`src/io_assign_pkg.sv`:
```
// constants, codes, register map and decode function for the i/o function assignment block
package io_assign_pkg;
  localparam int NUM_IN = 8;           // general input pins
  localparam int NUM_OUT = 3;          // general output pins
  localparam int NUM_MODES = 3;        // position/full-closed, velocity, torque
  localparam int FN_W = 8;             // one function byte per mode
  localparam int SEL_W = 24;           // selection parameter width
  localparam int NFUNC = 13;           // input function slots
  localparam int FI_W = 4;
  localparam int NOUT_FN = 18;         // output functions 00h..11h
  localparam int OUT_IDX_W = 5;
  localparam int ADDR_W = 5;
  localparam int DATA_W = 32;
  localparam int PROT_W = 6;
  localparam int NS_W = 8;
  localparam int BPOL_BIT = 7;         // b-contact marker inside the code
  localparam logic [SEL_W-1:0] SEL_MASK = 24'hFFFFFF;
  localparam logic [FN_W-1:0] FC_NONE = 8'h00;
  localparam logic [FN_W-1:0] FC_POT_A = 8'h01;
  localparam logic [FN_W-1:0] FC_POT_B = 8'h81;
  localparam logic [FN_W-1:0] FC_NOT_A = 8'h02;
  localparam logic [FN_W-1:0] FC_NOT_B = 8'h82;
  localparam logic [FN_W-1:0] FC_SON_A = 8'h03;
  localparam logic [FN_W-1:0] FC_SON_B = 8'h83;
  localparam logic [FN_W-1:0] FC_ESTOP_A = 8'h14;
  localparam logic [FN_W-1:0] FC_ESTOP_B = 8'h94;
  localparam logic [FN_W-1:0] FC_LT1_A = 8'h20;
  localparam logic [FN_W-1:0] FC_LT2_A = 8'h21;
  localparam logic [FN_W-1:0] FC_HOME_A = 8'h22;
  localparam logic [FN_W-1:0] FC_HOME_B = 8'hA2;
  localparam logic [FN_W-1:0] FC_LT3_A = 8'h2B;
  localparam logic [FN_W-1:0] FC_MON1_A = 8'h2E;
  localparam logic [FN_W-1:0] FC_MON2_A = 8'h2F;
  localparam logic [FN_W-1:0] FC_MON3_A = 8'h30;
  localparam logic [FN_W-1:0] FC_MON4_A = 8'h31;
  localparam logic [FN_W-1:0] FC_MON5_A = 8'h32;
  localparam logic [FN_W-1:0] FC_MON1_B = 8'hAE;
  localparam logic [FN_W-1:0] FC_MON2_B = 8'hAF;
  localparam logic [FN_W-1:0] FC_MON3_B = 8'hB0;
  localparam logic [FN_W-1:0] FC_MON4_B = 8'hB1;
  localparam logic [FN_W-1:0] FC_MON5_B = 8'hB2;
  // function slot indices
  localparam logic [FI_W-1:0] FI_POT = 4'h0;
  localparam logic [FI_W-1:0] FI_NOT = 4'h1;
  localparam logic [FI_W-1:0] FI_SON = 4'h2;
  localparam logic [FI_W-1:0] FI_ESTOP = 4'h3;
  localparam logic [FI_W-1:0] FI_LT1 = 4'h4;
  localparam logic [FI_W-1:0] FI_LT2 = 4'h5;
  localparam logic [FI_W-1:0] FI_HOME = 4'h6;
  localparam logic [FI_W-1:0] FI_LT3 = 4'h7;
  localparam logic [FI_W-1:0] FI_MON1 = 4'h8;
  localparam logic [FI_W-1:0] FI_MON2 = 4'h9;
  localparam logic [FI_W-1:0] FI_MON3 = 4'hA;
  localparam logic [FI_W-1:0] FI_MON4 = 4'hB;
  localparam logic [FI_W-1:0] FI_MON5 = 4'hC;
  // zero-based pin numbers of the latch correction pins
  localparam int PIN_FIVE = 4;
  localparam int PIN_SIX = 5;
  localparam int PIN_SEVEN = 6;
  // register word addresses
  localparam logic [ADDR_W-1:0] REG_IN_SEL0 = 5'h00;
  localparam logic [ADDR_W-1:0] REG_OUT_SEL0 = 5'h08;
  localparam logic [ADDR_W-1:0] REG_CTRL = 5'h0C;
  localparam logic [ADDR_W-1:0] REG_LOAD = 5'h0D;
  localparam logic [ADDR_W-1:0] REG_PROT = 5'h0E;
  localparam logic [ADDR_W-1:0] REG_STATUS = 5'h0F;
  // reset values
  localparam logic [SEL_W-1:0] IN_SEL_RST = 24'h000000;
  localparam logic [SEL_W-1:0] IN8_SEL_RST = 24'h313131;
  localparam logic [SEL_W-1:0] OUT1_SEL_RST = 24'h030303;
  localparam logic [SEL_W-1:0] OUT2_SEL_RST = 24'h101010;
  localparam logic [SEL_W-1:0] OUT3_SEL_RST = 24'h010101;
  localparam logic [5:0] CTRL_RST = 6'h00;
  // control register fields
  localparam int CTRL_MODE_LSB = 0;
  localparam int CTRL_HOME_LSB = 2;
  localparam int CTRL_OT_LSB = 4;
  localparam logic [1:0] OT_CFG_DISABLE = 2'h1;
  // protection code bits
  localparam int PB_33_0 = 0;
  localparam int PB_33_1 = 1;
  localparam int PB_33_2 = 2;
  localparam int PB_33_3 = 3;
  localparam int PB_33_8 = 4;
  localparam int PB_38_2 = 5;
  // network status bits, shared pairs on one bit
  localparam int NS_POT = 0;
  localparam int NS_NOT = 1;
  localparam int NS_HOME = 2;
  localparam int NS_LT1 = 3;
  localparam int NS_LT2 = 4;
  localparam int NS_LT3 = 5;
  localparam int NS_SON = 6;
  localparam int NS_ESTOP = 7;

  typedef enum logic [1:0] {MODE_POS = 2'b00, MODE_VEL = 2'b01, MODE_TRQ = 2'b11} mode_t;
  typedef enum logic [1:0] {HT_NONE = 2'b00, HT_HOME = 2'b01, HT_POT = 2'b11, HT_NOT = 2'b10} home_trig_t;
  typedef struct packed {
    logic ok;
    logic bpol;
    logic [FI_W-1:0] idx;
  } fn_dec_t;

  // map a function byte to its slot; unlisted codes are not ok
  function automatic fn_dec_t fn_decode(input logic [FN_W-1:0] code);
    fn_dec_t d;
    d.ok = 1'b1;
    d.bpol = code[BPOL_BIT];
    d.idx = FI_POT;
    case (code)
      FC_POT_A, FC_POT_B: d.idx = FI_POT;
      FC_NOT_A, FC_NOT_B: d.idx = FI_NOT;
      FC_SON_A, FC_SON_B: d.idx = FI_SON;
      FC_ESTOP_A, FC_ESTOP_B: d.idx = FI_ESTOP;
      FC_LT1_A: d.idx = FI_LT1;
      FC_LT2_A: d.idx = FI_LT2;
      FC_HOME_A, FC_HOME_B: d.idx = FI_HOME;
      FC_LT3_A: d.idx = FI_LT3;
      FC_MON1_A, FC_MON1_B: d.idx = FI_MON1;
      FC_MON2_A, FC_MON2_B: d.idx = FI_MON2;
      FC_MON3_A, FC_MON3_B: d.idx = FI_MON3;
      FC_MON4_A, FC_MON4_B: d.idx = FI_MON4;
      FC_MON5_A, FC_MON5_B: d.idx = FI_MON5;
      default: d.ok = 1'b0;
    endcase
    return d;
  endfunction
endpackage

```
`src/io_map_if.sv`:
```
// interface carrying per-pin codes and levels between the core and its pin slices
`timescale 1ns/10ps
interface io_map_if;
  import io_assign_pkg::*;
  logic [FN_W-1:0] in_code [NUM_IN];      // active-mode code per input pin
  logic [NUM_IN-1:0] in_raw;              // optocoupler conducting per pin
  logic [NUM_IN-1:0] latch_pin;           // pin serves as latch correction pin
  logic [NFUNC-1:0] in_act [NUM_IN];      // one-hot active function per pin
  logic [FN_W-1:0] out_code [NUM_OUT];    // active-mode code per output pin
  logic [NOUT_FN-1:0] out_src;            // output function levels
  logic out_lvl [NUM_OUT];                // selected level per output pin
  modport core (output in_code, in_raw, latch_pin, out_code, out_src, input in_act, out_lvl);
  modport in_slice (input in_code, in_raw, latch_pin, output in_act);
  modport out_slice (input out_code, out_src, output out_lvl);
endinterface

```
`src/io_function_assignment.sv`:
```
// top of the i/o function assignment block: registers, pin mapping and consistency checks
`timescale 1ns/10ps
module io_function_assignment
  import io_assign_pkg::*;
(
  input wire logic core_clk,
  input wire logic rstn,
  input wire logic [ADDR_W-1:0] addr,
  input wire logic [DATA_W-1:0] wr_data,
  input wire logic wr_en,
  input wire logic rd_en,
  output logic [DATA_W-1:0] rd_data,
  input wire logic [NUM_IN-1:0] in_pin_raw,
  input wire logic [NOUT_FN-1:0] out_func_src,
  output logic [NUM_OUT-1:0] out_pin,
  output logic [NFUNC-1:0] drive_func,
  output logic [NS_W-1:0] net_status,
  output logic [PROT_W-1:0] prot_code,
  output logic prot_active
);
  io_map_if m ();

  // software-visible configuration
  logic [SEL_W-1:0] in_sel_reg [NUM_IN];    // input selection per pin
  logic [SEL_W-1:0] out_sel_reg [NUM_OUT];  // output selection per pin
  logic [5:0] ctrl_reg;                     // mode, homing trigger, inhibit config
  logic load_reg;                           // run the checks next cycle
  logic [PROT_W-1:0] prot_reg;              // held protection codes
  logic [DATA_W-1:0] rd_data_reg;           // read answer
  logic [NUM_OUT-1:0] out_pin_reg;
  logic [NFUNC-1:0] drive_func_reg;
  logic [NS_W-1:0] net_status_reg;
  logic prot_active_reg;                    // summary of the held codes, kept in a flop

  // control fields
  mode_t mode;
  home_trig_t home_sel;
  logic [1:0] ot_cfg;
  logic [1:0] mode_idx;          // byte lane of the running mode
  logic home_on;                 // a homing trigger is selected
  logic [FI_W-1:0] home_fi;      // its function slot
  int home_pin;                  // its allowed pin
  assign mode = mode_t'(ctrl_reg[CTRL_MODE_LSB +: 2]);
  assign home_sel = home_trig_t'(ctrl_reg[CTRL_HOME_LSB +: 2]);
  assign ot_cfg = ctrl_reg[CTRL_OT_LSB +: 2];
  assign mode_idx = (mode == MODE_POS) ? 2'd0 : ((mode == MODE_VEL) ? 2'd1 : 2'd2);
  assign home_on = (home_sel != HT_NONE);
  assign home_fi = (home_sel == HT_POT) ? FI_POT : ((home_sel == HT_NOT) ? FI_NOT : FI_HOME);
  assign home_pin = (home_sel == HT_POT) ? PIN_SIX : ((home_sel == HT_NOT) ? PIN_SEVEN : PIN_FIVE);

  // register decode
  logic sel_in_hit;
  logic sel_out_hit;
  logic [2:0] in_ix;
  logic [1:0] out_ix;
  assign sel_in_hit = (addr < (REG_IN_SEL0 + ADDR_W'(NUM_IN)));
  assign sel_out_hit = (addr >= REG_OUT_SEL0) && (addr < (REG_OUT_SEL0 + ADDR_W'(NUM_OUT)));
  assign in_ix = 3'(addr - REG_IN_SEL0);
  assign out_ix = 2'(addr - REG_OUT_SEL0);

  // read mux; unmapped words read zero
  logic [DATA_W-1:0] rd_mux;
  assign rd_mux = sel_in_hit ? DATA_W'(in_sel_reg[in_ix]) :
                  sel_out_hit ? DATA_W'(out_sel_reg[out_ix]) :
                  (addr == REG_CTRL) ? DATA_W'(ctrl_reg) :
                  (addr == REG_PROT) ? DATA_W'(prot_reg) :
                  (addr == REG_STATUS) ? DATA_W'(net_status_reg) : '0;

  // selection registers; upper byte is outside the range and never stored
  always_ff @(posedge core_clk or negedge rstn) begin
    if (!rstn) begin
      for (int p = 0; p < NUM_IN; p++) begin
        in_sel_reg[p] <= (p == NUM_IN - 1) ? IN8_SEL_RST : IN_SEL_RST;
      end
      out_sel_reg[0] <= OUT1_SEL_RST;
      out_sel_reg[1] <= OUT2_SEL_RST;
      out_sel_reg[2] <= OUT3_SEL_RST;
    end else if (wr_en && sel_in_hit) begin
      in_sel_reg[in_ix] <= wr_data[SEL_W-1:0] & SEL_MASK;
    end else if (wr_en && sel_out_hit) begin
      out_sel_reg[out_ix] <= wr_data[SEL_W-1:0] & SEL_MASK;
    end
  end

  // control register and load pulse; a check also runs right after reset
  always_ff @(posedge core_clk or negedge rstn) begin
    if (!rstn) begin
      ctrl_reg <= CTRL_RST;
      load_reg <= 1'b1;
    end else begin
      if (wr_en && (addr == REG_CTRL)) begin
        ctrl_reg <= wr_data[5:0];
      end
      load_reg <= wr_en && (addr == REG_LOAD) && wr_data[0];
    end
  end

  // read data stand for the one cycle after the strobe only
  always_ff @(posedge core_clk or negedge rstn) begin
    if (!rstn) begin
      rd_data_reg <= '0;
    end else begin
      rd_data_reg <= rd_en ? rd_mux : '0;
    end
  end

  // consistency checks across all pins and modes
  logic [NUM_IN-1:0] fmask [NUM_MODES][NFUNC];   // pins carrying each function
  logic fpol [NUM_MODES][NFUNC];                 // polarity seen per function
  logic [NUM_IN-1:0] latch_role;                 // pin acts as latch pin in some mode
  logic [PROT_W-1:0] err;
  always_comb begin
    fn_dec_t d;
    d = fn_decode(FC_NONE);
    err = '0;
    latch_role = '0;
    for (int k = 0; k < NUM_MODES; k++) begin
      for (int f = 0; f < NFUNC; f++) begin
        fmask[k][f] = '0;
        fpol[k][f] = 1'b0;
      end
    end
    for (int k = 0; k < NUM_MODES; k++) begin
      for (int p = 0; p < NUM_IN; p++) begin
        d = fn_decode(in_sel_reg[p][k*FN_W +: FN_W]);
        if (d.ok) begin
          fmask[k][d.idx][p] = 1'b1;
          fpol[k][d.idx] = fpol[k][d.idx] | d.bpol;
          // latch triggers and the homing trigger make a latch pin
          if ((d.idx == FI_LT1) || (d.idx == FI_LT2) || (d.idx == FI_LT3) || (home_on && (d.idx == home_fi))) begin
            latch_role[p] = 1'b1;
          end
        end else if (in_sel_reg[p][k*FN_W +: FN_W] != FC_NONE) begin
          // unlisted code, including a b-contact latch trigger
          err[PB_33_3] = 1'b1;
        end
      end
    end
    for (int k = 0; k < NUM_MODES; k++) begin
      for (int f = 0; f < NFUNC; f++) begin
        // one function on two pins in one mode
        if ((fmask[k][f] & (fmask[k][f] - 1'b1)) != '0) begin
          err[PB_33_0] = 1'b1;
        end
        for (int j = 0; j < NUM_MODES; j++) begin
          if ((fmask[k][f] != '0) && (fmask[j][f] != '0)) begin
            if (fmask[k][f] != fmask[j][f]) begin
              err[PB_33_1] = 1'b1;
            end
            if (fpol[k][f] != fpol[j][f]) begin
              err[PB_33_2] = 1'b1;
            end
          end
        end
      end
      // monitor inputs share status bits with their partners
      for (int q = 0; q < 5; q++) begin
        if ((fmask[k][FI_MON1 + FI_W'(q)] != '0) &&
            (fmask[k][(q == 0) ? FI_LT1 : (q == 1) ? FI_LT2 : (q == 2) ? FI_LT3 : (q == 3) ? FI_SON : FI_ESTOP] != '0)) begin
          err[PB_33_0] = 1'b1;
        end
      end
      // latch triggers only on their own pin
      if ((fmask[k][FI_LT1] & ~(NUM_IN'(1) << PIN_FIVE)) != '0) begin
        err[PB_33_8] = 1'b1;
      end
      if ((fmask[k][FI_LT2] & ~(NUM_IN'(1) << PIN_SIX)) != '0) begin
        err[PB_33_8] = 1'b1;
      end
      if ((fmask[k][FI_LT3] & ~(NUM_IN'(1) << PIN_SEVEN)) != '0) begin
        err[PB_33_8] = 1'b1;
      end
      // homing trigger only on its own pin
      if (home_on && ((fmask[k][home_fi] & ~(NUM_IN'(1) << home_pin)) != '0)) begin
        err[PB_33_8] = 1'b1;
      end
    end
    // a latch pin must be set in every mode and only with a-contact codes
    for (int p = 0; p < NUM_IN; p++) begin
      if (latch_role[p]) begin
        for (int k = 0; k < NUM_MODES; k++) begin
          if (in_sel_reg[p][k*FN_W +: FN_W] == FC_NONE) begin
            err[PB_33_8] = 1'b1;
          end
          if (in_sel_reg[p][k*FN_W + BPOL_BIT]) begin
            err[PB_33_8] = 1'b1;
          end
        end
      end
    end
    // overtravel homing needs the inhibit disabled
    if (((home_sel == HT_POT) || (home_sel == HT_NOT)) && (ot_cfg != OT_CFG_DISABLE)) begin
      err[PB_38_2] = 1'b1;
    end
  end

  // protection codes gather on each load and stay until reset
  always_ff @(posedge core_clk or negedge rstn) begin
    if (!rstn) begin
      prot_reg <= '0;
      prot_active_reg <= 1'b0;
    end else if (load_reg) begin
      prot_reg <= prot_reg | err;
      // summary follows the same update so it never lags the codes
      prot_active_reg <= |(prot_reg | err);
    end
  end

  // running-mode codes and raw pins to the slices
  always_comb begin
    for (int p = 0; p < NUM_IN; p++) begin
      m.in_code[p] = in_sel_reg[p][{mode_idx, 3'b000} +: FN_W];
    end
    for (int o = 0; o < NUM_OUT; o++) begin
      m.out_code[o] = out_sel_reg[o][{mode_idx, 3'b000} +: FN_W];
    end
  end
  assign m.in_raw = in_pin_raw;
  assign m.latch_pin = latch_role;
  assign m.out_src = out_func_src;

  // one slice per input pin and per output pin
  for (genvar g = 0; g < NUM_IN; g++) begin : g_in
    input_decode #(.IDX(g)) u_in (.m(m.in_slice));
  end
  for (genvar g = 0; g < NUM_OUT; g++) begin : g_out
    output_select #(.IDX(g)) u_out (.m(m.out_slice));
  end

  // gather active functions; a pin set to 00h contributes nothing
  logic [NFUNC-1:0] func_or;
  logic [NUM_OUT-1:0] out_lvl_vec;
  always_comb begin
    func_or = '0;
    for (int p = 0; p < NUM_IN; p++) begin
      func_or = func_or | m.in_act[p];
    end
    for (int o = 0; o < NUM_OUT; o++) begin
      out_lvl_vec[o] = m.out_lvl[o];
    end
  end

  // status word; each monitor shares a bit with its partner
  logic [NS_W-1:0] ns_next;
  assign ns_next[NS_POT] = func_or[FI_POT];
  assign ns_next[NS_NOT] = func_or[FI_NOT];
  assign ns_next[NS_HOME] = func_or[FI_HOME];
  assign ns_next[NS_LT1] = func_or[FI_LT1] | func_or[FI_MON1];
  assign ns_next[NS_LT2] = func_or[FI_LT2] | func_or[FI_MON2];
  assign ns_next[NS_LT3] = func_or[FI_LT3] | func_or[FI_MON3];
  assign ns_next[NS_SON] = func_or[FI_SON] | func_or[FI_MON4];
  assign ns_next[NS_ESTOP] = func_or[FI_ESTOP] | func_or[FI_MON5];

  // registered pin and status outputs; one cycle of delay keeps outputs glitch free
  always_ff @(posedge core_clk or negedge rstn) begin
    if (!rstn) begin
      drive_func_reg <= '0;
      net_status_reg <= '0;
      out_pin_reg <= '0;
    end else begin
      drive_func_reg <= func_or;
      net_status_reg <= ns_next;
      out_pin_reg <= out_lvl_vec;
    end
  end

  assign rd_data = rd_data_reg;
  assign out_pin = out_pin_reg;
  assign drive_func = drive_func_reg;
  assign net_status = net_status_reg;
  assign prot_code = prot_reg;
  assign prot_active = prot_active_reg;
endmodule

```
`src/input_decode.sv`:
```
// one input pin slice: code decode and contact polarity
`timescale 1ns/10ps
module input_decode
  import io_assign_pkg::*;
#(
  parameter int IDX = 0
) (
  io_map_if.in_slice m
);
  fn_dec_t dec;        // decoded function byte
  logic accept;        // code usable on this pin
  logic logical_on;    // function activated
  assign dec = fn_decode(m.in_code[IDX]);
  // 00h and unlisted codes never reach the drive
  assign accept = dec.ok && !(m.latch_pin[IDX] && dec.bpol);
  // a-contact on when conducting, b-contact on when dark
  assign logical_on = m.in_raw[IDX] ^ dec.bpol;
  assign m.in_act[IDX] = (accept && logical_on) ? (NFUNC'(1) << dec.idx) : '0;
endmodule

```
`src/output_select.sv`:
```
// one output pin slice: picks the level of its assigned output function
`timescale 1ns/10ps
module output_select
  import io_assign_pkg::*;
#(
  parameter int IDX = 0
) (
  io_map_if.out_slice m
);
  logic in_range;    // code names a known output function
  assign in_range = (m.out_code[IDX] != FC_NONE) && (m.out_code[IDX] < FN_W'(NOUT_FN));
  // any function may go to any pin; unknown or 00h keeps the transistor off
  assign m.out_lvl[IDX] = in_range ? m.out_src[m.out_code[IDX][OUT_IDX_W-1:0]] : 1'b0;
endmodule

```
`config.mk`:
```
export PLATFORM = sky130hd
export DESIGN_NAME = io_function_assignment
export DESIGN_NICKNAME = d
export VERILOG_FILES = /design/src/io_assign_pkg.sv /design/src/io_map_if.sv /design/src/io_function_assignment.sv /design/src/input_decode.sv /design/src/output_select.sv
export SDC_FILE = /design/constraint.sdc
export NUM_CORES = 2
export LEC_CHECK = 0
export BUFFER_PORTS_ARGS = -buffer_cell sky130_fd_sc_hd__buf_2
export CAP_MARGIN = 0
export CORE_MARGIN = 1.5
export CORE_UTILIZATION = 35
export CTS_CLUSTER_DIAMETER = 50
export DETAILED_ROUTE_END_ITERATION = 10
export GPL_TIMING_DRIVEN = 0
export PLACE_DENSITY_LB_ADDON = 0.12
export SLEW_MARGIN = 40
export SYNTH_ARGS = -nofsm -noshare
export SYNTH_HDL_FRONTEND = slang
export SYNTH_SLANG_ARGS = --single-unit
```
`constraint.sdc`:
```
create_clock -name core_clk -period 6.3 [get_ports core_clk]
set_clock_uncertainty 0.1 [all_clocks]
set_input_delay 0.63 -clock core_clk [delete_from_list [all_inputs] [get_ports core_clk]]
set_output_delay 0.63 -clock core_clk [all_outputs]
set_load 0.01 [all_outputs]
```
---- Word-level counts from Yosys, hierarchy flattened ----
Memories as Yosys holds them, arrays and structs flattened.
Cells that the tools add are included.
word-level totals
  register bits after elaboration ......... 326
  bits in latches ......................... 0
  RAM bits ................................ 0
  ROM bits ................................ 48
  logic and storage cells ................. 2768
  memories kept ........................... 3
memories
  memory           words  width  rd ports  clocked after Yosys merged registers in  write ports  RTL line                       text
  (no name shown)  16     1      1         0                                        0            io_function_assignment.sv:128  fpol[k][d.idx] = fpol[k][d.idx] | d.bpol;
  (no name shown)  16     1      1         0                                        0            io_function_assignment.sv:128
  (no name shown)  16     1      1         0                                        0            io_function_assignment.sv:128
cells by class
  add/sub/neg operators ................... 40
  multipliers ............................. 0
  div/mod/pow operators ................... 0
  $lt $le $gt $ge ......................... 62
  equality and inequality tests ........... 996
  shifts and indexed selects .............. 20
  mux-type cells .......................... 801
  bitwise gates (word level) .............. 140
  reduce and logical (&&, ||, !) cells .... 687
operators with widths
  operator                                                                count
  8-bit equality test (second input constant)                             320
  104-bit 2-to-1 mux                                                      24
  8-bit by 6-bit equality test with 1-bit output (second input constant)  288
  104-bit bitwise OR                                                      21
  4-bit case mux with 12 select lines                                     32
  8-bit nonzero test                                                      117
  8-bit demux with 4-bit select                                           24
  23-bit OR reduction                                                     32
  8-bit inequality test                                                   78
  2-bit OR reduction                                                      288
  8-bit by 2-bit equality test with 1-bit output (second input constant)  64
  1-bit 2-to-1 mux                                                        488
  13-bit 2-to-1 mux                                                       32
  8-bit AND                                                               42
  8-bit by 1-bit subtractor with 8-bit output (second input constant)     39
  4-bit by 3-bit equality test with 1-bit output (second input constant)  72
  13-bit bitwise mux                                                      21
  24-bit by 6-bit variable part select with 8-bit output                  11
  8-bit by 1-bit equality test with 1-bit output (second input constant)  32
  8-bit by 5-bit equality test with 1-bit output (second input constant)  32
  24-bit 2-to-1 mux                                                       9
  192-bit bitwise mux                                                     1
  8-bit logical NOT                                                       24
  2-bit 2-to-1 mux                                                        85
  other kinds (52)                                                        570

---- Depth between registers and ports, before layout ----
  depth in word-level cells ............... 211
  depth in mapped cells ................... 28
  gate-level depth less buffers ........... 24

---- Worst setup path before layout ----
Ideal clock, no wire load.
  path kind ............................... register -> register
  from .................................... reg in_sel_reg[154] (netlist name)
  to ...................................... reg prot_reg[2] (netlist: prot_code[2])
  setup time .............................. 0.126 ns
  arrival time ............................ 6.291 ns
  path slack .............................. -0.218 ns
  cell stages (with the launch flop) ...... 27
  path buffers ............................ 2
  cell sequence ........................... dfrtp_1 > buf_2 > or4_1 > a311o_1 > and3_1 > buf_2 > or4_4 > o22ai_4 > a31oi_1 > nand4_4 > nor3_2 > o211ai_1 > nor4b_4 > o21ai_4 > o21bai_4 > a31oi_1 > and4bb_1 > a211oi_2 > o211ai_2 > nor4_1 > a2111oi_4 > o21ai_2 > mux2_4 > nor4_2 > nand4_1 > nor4_1 > nor2_1
between the ends
  word-level cells in the longest chain between the ends .. 204
  elaborated cells between the ends (all ways) .. 347
  those cells by class .................... 2 x order compare; 75 x eq/ne; 204 x mux; 16 x bitwise; 50 x reduce/logical
RTL lines
  element                                                                       RTL line                                                      text
  start, declared                                                               io_function_assignment.sv:24                                  logic [SEL_W-1:0] in_sel_reg [NUM_IN];
  start signal, assigned by index                                               io_function_assignment.sv:73                                  in_sel_reg[p] <= (p == NUM_IN - 1) ? IN8_SEL_RST : IN_SEL_RST;
  start signal, assigned by index                                               io_function_assignment.sv:79                                  in_sel_reg[in_ix] <= wr_data[SEL_W-1:0] & SEL_MASK;
  8-bit by 6-bit equality test with 1-bit output, or another cell as far along  io_assign_pkg.sv:110                                          case (code)
  2-bit OR reduction                                                            io_assign_pkg.sv:110
  4-bit case mux with 12 select lines                                           io_assign_pkg.sv:110
  4-bit inverter with 5-bit output (implied by the code)                        io_function_assignment.sv:127, io_function_assignment.sv:128
  5-bit >= comparator (implied by the code), or another cell as far along       io_function_assignment.sv:127, io_function_assignment.sv:128
  1-bit logical AND (implied by the code) or 1-bit 2-to-1 mux (tied branches)   io_function_assignment.sv:127, io_function_assignment.sv:128
  1-bit 2-to-1 mux (implied by the code)                                        io_function_assignment.sv:128
  1-bit demux with 4-bit select or 1-bit bitwise OR (tied branches)             io_function_assignment.sv:128
  (+188 left out)                                                               n/a
  2-bit 2-to-1 mux                                                              io_function_assignment.sv:146                                 if ((fmask[k][f] != '0) && (fmask[j][f] != '0)) begin
  1-bit 2-to-1 mux                                                              io_function_assignment.sv:150                                 if (fpol[k][f] != fpol[j][f]) begin
  2-bit 2-to-1 mux                                                              io_function_assignment.sv:146
  1-bit 2-to-1 mux                                                              io_function_assignment.sv:150
  2-bit 2-to-1 mux                                                              io_function_assignment.sv:146
  1-bit 2-to-1 mux                                                              io_function_assignment.sv:150
  2-bit 2-to-1 mux *                                                            io_function_assignment.sv:146
  6-bit bitwise OR *                                                            io_function_assignment.sv:203                                 prot_reg <= prot_reg | err;
  end signal, assigned                                                          io_function_assignment.sv:203
  end, declared                                                                 io_function_assignment.sv:28                                  logic [PROT_W-1:0] prot_reg;
Mark *: on every way between the ends. The rest lies on a longest branch, timed or not. The select of a mux whose other input is x is not followed.
A chain may end at the register's enable or synchronous reset.

---- Worst setup path in the final report ----
  from .................................... reg in_sel_reg[124] (netlist name)
  to ...................................... reg prot_active_reg (netlist: prot_active)
between the ends
  word-level cells in the longest chain between the ends .. 199
  elaborated cells between the ends (all ways) .. 705
  those cells by class .................... 13 x add/sub; 2 x order compare; 131 x eq/ne; 451 x mux; 28 x bitwise; 80 x reduce/logical
RTL lines
  element                                                                       RTL line                                                      text
  8-bit by 6-bit equality test with 1-bit output, or another cell as far along  io_assign_pkg.sv:110
  2-bit OR reduction, on equally long branches                                  n/a
  4-bit case mux with 12 select lines                                           io_assign_pkg.sv:110
  4-bit inverter with 5-bit output (implied by the code)                        io_function_assignment.sv:127, io_function_assignment.sv:128
  5-bit >= comparator (implied by the code), or another cell as far along       io_function_assignment.sv:127, io_function_assignment.sv:128
  1-bit logical AND (implied by the code) or 1-bit 2-to-1 mux (tied branches)   io_function_assignment.sv:127, io_function_assignment.sv:128
  1-bit 2-to-1 mux (implied by the code)                                        io_function_assignment.sv:128
  1-bit demux with 4-bit select or 1-bit bitwise OR (tied branches)             io_function_assignment.sv:128
  (+183 left out)                                                               n/a
  1-bit 2-to-1 mux                                                              io_function_assignment.sv:150
  2-bit 2-to-1 mux                                                              io_function_assignment.sv:146
  1-bit 2-to-1 mux                                                              io_function_assignment.sv:150
  2-bit 2-to-1 mux                                                              io_function_assignment.sv:146
  1-bit 2-to-1 mux                                                              io_function_assignment.sv:150
  2-bit 2-to-1 mux                                                              io_function_assignment.sv:146
  6-bit bitwise OR *                                                            io_function_assignment.sv:205                                 prot_active_reg <= |(prot_reg | err);
  6-bit OR reduction *                                                          io_function_assignment.sv:205
  end signal, assigned                                                          io_function_assignment.sv:205
  end, declared                                                                 io_function_assignment.sv:33                                  logic prot_active_reg;
Marks and branches as above.

==> metrics <==
run status=complete, but fails checks; failing checks=negative setup slack; top cell family by delay on the critical path=compound AO/OA/AOI/OAI gates; die height=354 um; clock latency of the later-clocked register in the worst-skew pair=between 0.6 and 0.7 ns; clock-pin slew reported for the worst setup and hold paths after clock tree synthesis=0.07 ns; count of state elements after synthesis=around 320; htree depth=2; Max Buffers Root-to-Sink=3; post-layout utilization of the core=43.0%; post-route standard cell area excluding fillers=between 0.05 and 0.06 sq mm; number of port buffers=around 110; share of final-layout standard cells stronger than drive strength 1=24.1%; number of detailed-route iterations in the first pass=9; arrival time at the worst endpoint=~8.2 ns; startpoint of the worst setup timing path=in_sel_reg[124]; launching point of the worst reg2reg path=in_sel_reg[124]; dominant cells by area after synthesis=sky130_fd_sc_hd__dfrtp_1, sky130_fd_sc_hd__mux2_2, sky130_fd_sc_hd__nand2_1, sky130_fd_sc_hd__xnor2_1, sky130_fd_sc_hd__nor2_1; post-layout minimum cycle time=7.81 ns; worst path buffer plus inverter count=5; maximum number of pins on one net before global-route repair=73; Final #Nets=6249; Initial Util=between 30% and 40%; 1st-iter DRT viols=9978; most frequent cells in the layout=sky130_fd_sc_hd__nand2_1, sky130_fd_sc_hd__nor2_1, sky130_fd_sc_hd__a21oi_1, sky130_fd_sc_hd__mux2_2, sky130_fd_sc_hd__dfrtp_1; synthesized instance count=5811; TritonCTS sink count=323; die width=354 um; cell taking the most area after synthesis=sky130_fd_sc_hd__dfrtp_1; peak clock frequency supported by timing=128 MHz; wire length of the first global-routing pass=between 400000 and 500000 um; kind of start point of the critical path=flop; grt total ovfl=0; leading cell type in the layout, fill and taps excluded=sky130_fd_sc_hd__nand2_1; Primary FF master, synth=sky130_fd_sc_hd__dfrtp_1; final-layout worst hold slack=around 0.12 ns; via count of the first global-routing pass=about 52000; number of enable-type register cells in the synthesized netlist=0; Max-cap violations=0; kind of path behind the tightest hold check=in -> reg; total routed wirelength=349000 um; Seq/Total Area, Yosys=18.8%; area added between synthesis and finish=21.5%; total of warnings raised by yosys=0; number of fill cells=12700; number of setup violations in the final report=6; cell with the largest stage delay on the worst path=sky130_fd_sc_hd__clkbuf_1; post-synthesis cell area=0.0432 sq mm; synthesized area per cell=7.43 sq um; Core Region=0.122 sq mm; max FFs per register=192; top cell type's share of synthesized area=around 17%; unrepaired setup endpoints after global routing=true; final number of max-transition violations=0; critical path data required time=6.73 ns; die area=roughly 0.13 sq mm; Cell variety after synth=129; Final period util=124%; area of the multi-input gates=0.0359 sq mm; placement-stage cell area=0.0477 sq mm; number of antenna violations at the first check in global routing=27; clock tree from TritonCTS=built; critical path's largest stage delay=~0.90 ns; ports placed on the boundary=130; final antenna-violating net count=0; average vias per placed instance=7.32; CTS root buf=sky130_fd_sc_hd__clkbuf_16; final hold violation count=0; area occupied by registers=0.00814 sq mm; power density relative to cell area=300 mW/mm^2; asr flop ratio synth=100%; Worst IR Drop VDD=264 uV; overall fraction of global-route tracks in use=53.4%; pin slew with the least headroom to its limit=1.15 ns; routability congestion estimate from global placement=1.22; setup ws final=-1.51 ns; num rows=approximately 130; relative slew slack=23.3%; DRC viols=0; leakage component of the power=20.2 nW; cts bufs inserted=44; critical hold path startpoint=wr_data[19]; Worst Setup End Kind=flop; setup tns final=-3.28 ns; number of vias in the routed layout=57700; maximum fanout along the worst path=11; average detailed-routed wire length per instance=44.3 um; start-to-end type of the worst setup path=reg -> reg; final HPWL from detailed placement=287000 um; CP dominant cell by count=sky130_fd_sc_hd__o211ai_1
per-stage QoR:
| stage | instances | worst slack [ns] | power (mW) |
|---|---|---|---|
| after floorplan | 5818 | -0.0467 | 7.61 |
| after global placement | 7554 | -4.44 | 11.3 |
| after detailed placement | 7633 | -3.55 | 11.5 |
| after CTS | 7824 | -1.12 | 14.8 |
| after global routing | 7849 | -1.45 | 15.9 |
| final | 7878 | -1.51 | 15.8 |
layout make-up:
| type | count | share of cell area [%] |
|---|---|---|
| antenna | 36 | 0.172 |
| sequential | 323 | 15.5 |
| clock inverter | 30 | 0.815 |
| multi-input combinational | 5025 | 68.5 |
| timing repair buffer | 335 | 4.96 |
| clock buffer | 51 | 2.26 |
| tap | 1625 | 3.87 |
| inverter | 64 | 0.458 |
| buffer | 389 | 3.46 |
power by group:
part	total, mW	switching [mW]	leakage [nW]	internal, mW
clock	2.78	1.20	0.777	1.58
combinational	9.80	6.87	15.3	2.93
sequential	3.19	0.721	4.11	2.47
total	15.8	8.79	20.2	6.98
metal layers:
metal  share of wire, %  global-route usage (%)  up-vias
li1                   -                       -    22800
met1                 35                    62.1    28100
met2                 39                    74.1     5175
met3                 14                    22.4     1564
met4                 12                    48.2       20
met5               0.14                       0        -
cell usage after synthesis (32+ instances only):
cell type                     n
sky130_fd_sc_hd__a211oi_1    52
sky130_fd_sc_hd__clkbuf_1   310
sky130_fd_sc_hd__or4_1       34
sky130_fd_sc_hd__and3_1      85
sky130_fd_sc_hd__mux4_2      58
sky130_fd_sc_hd__nor3_1     260
sky130_fd_sc_hd__a31oi_1     68
sky130_fd_sc_hd__mux2_2     290
sky130_fd_sc_hd__nand3_1    258
sky130_fd_sc_hd__nor4_1     136
sky130_fd_sc_hd__buf_2       32
sky130_fd_sc_hd__o21a_1      50
sky130_fd_sc_hd__buf_1       49
sky130_fd_sc_hd__nor2_1     558
sky130_fd_sc_hd__o22ai_1     84
sky130_fd_sc_hd__o31ai_1     45
sky130_fd_sc_hd__xnor2_1    281
sky130_fd_sc_hd__nand2b_1    63
sky130_fd_sc_hd__nand4_1    134
sky130_fd_sc_hd__o21ai_0    280
sky130_fd_sc_hd__xor2_1      62
sky130_fd_sc_hd__o211ai_1    69
sky130_fd_sc_hd__inv_1       63
sky130_fd_sc_hd__o2111ai_1   33
sky130_fd_sc_hd__or3_1       87
sky130_fd_sc_hd__nor2b_1     68
sky130_fd_sc_hd__dfrtp_1    301
sky130_fd_sc_hd__nand3b_1    33
sky130_fd_sc_hd__or2_2       40
sky130_fd_sc_hd__a21oi_1    333
sky130_fd_sc_hd__mux2i_1    152
sky130_fd_sc_hd__nand2_1    665
sky130_fd_sc_hd__and2_1      82
sky130_fd_sc_hd__nor4b_1     44
kinds of logic (layout without fill, tap and decap cells):
group	count (synthesis)	in the layout	synth area share [%]
and+or+nand+nor	2733	2733	32.8
AOI/OAI and AO/OA	1432	1436	22.8
muxes	501	501	14.1
buffers and inverters	474	869	4.41
xor gates and xnor gates	343	343	6.95
DFF	323	323	18.8
adders and majority gates	4	4	0.0927
other	1	44	0.00868
path summary, 6_finish.rpt:
kind / slack (ns) / cells after the start / end
worst min-delay path: 0.12 / 2 / out_sel_reg[43]
max in group asynchronous: 4.40 / 4 / in_sel_reg[0]
worst max register to register: -1.51 / 28 / prot_active
min in group asynchronous: 0.42 / 2 / in_sel_reg[181]
worst max-delay path: -1.51 / 28 / prot_active
worst min register to register: 0.42 / 2 / prot_active
timing repair:
item | in CTS | in global routing
cloned | 5 | 0
hold buffers | 1 | 0
gates resized for setup | 300 | 86
hold endpoints to repair | 59 | 0
setup endpoints to repair | 14 | 10
pin swaps | 85 | 35
setup buffers | 117 | 23
Note: power is estimated with default switching activity, not from simulation.
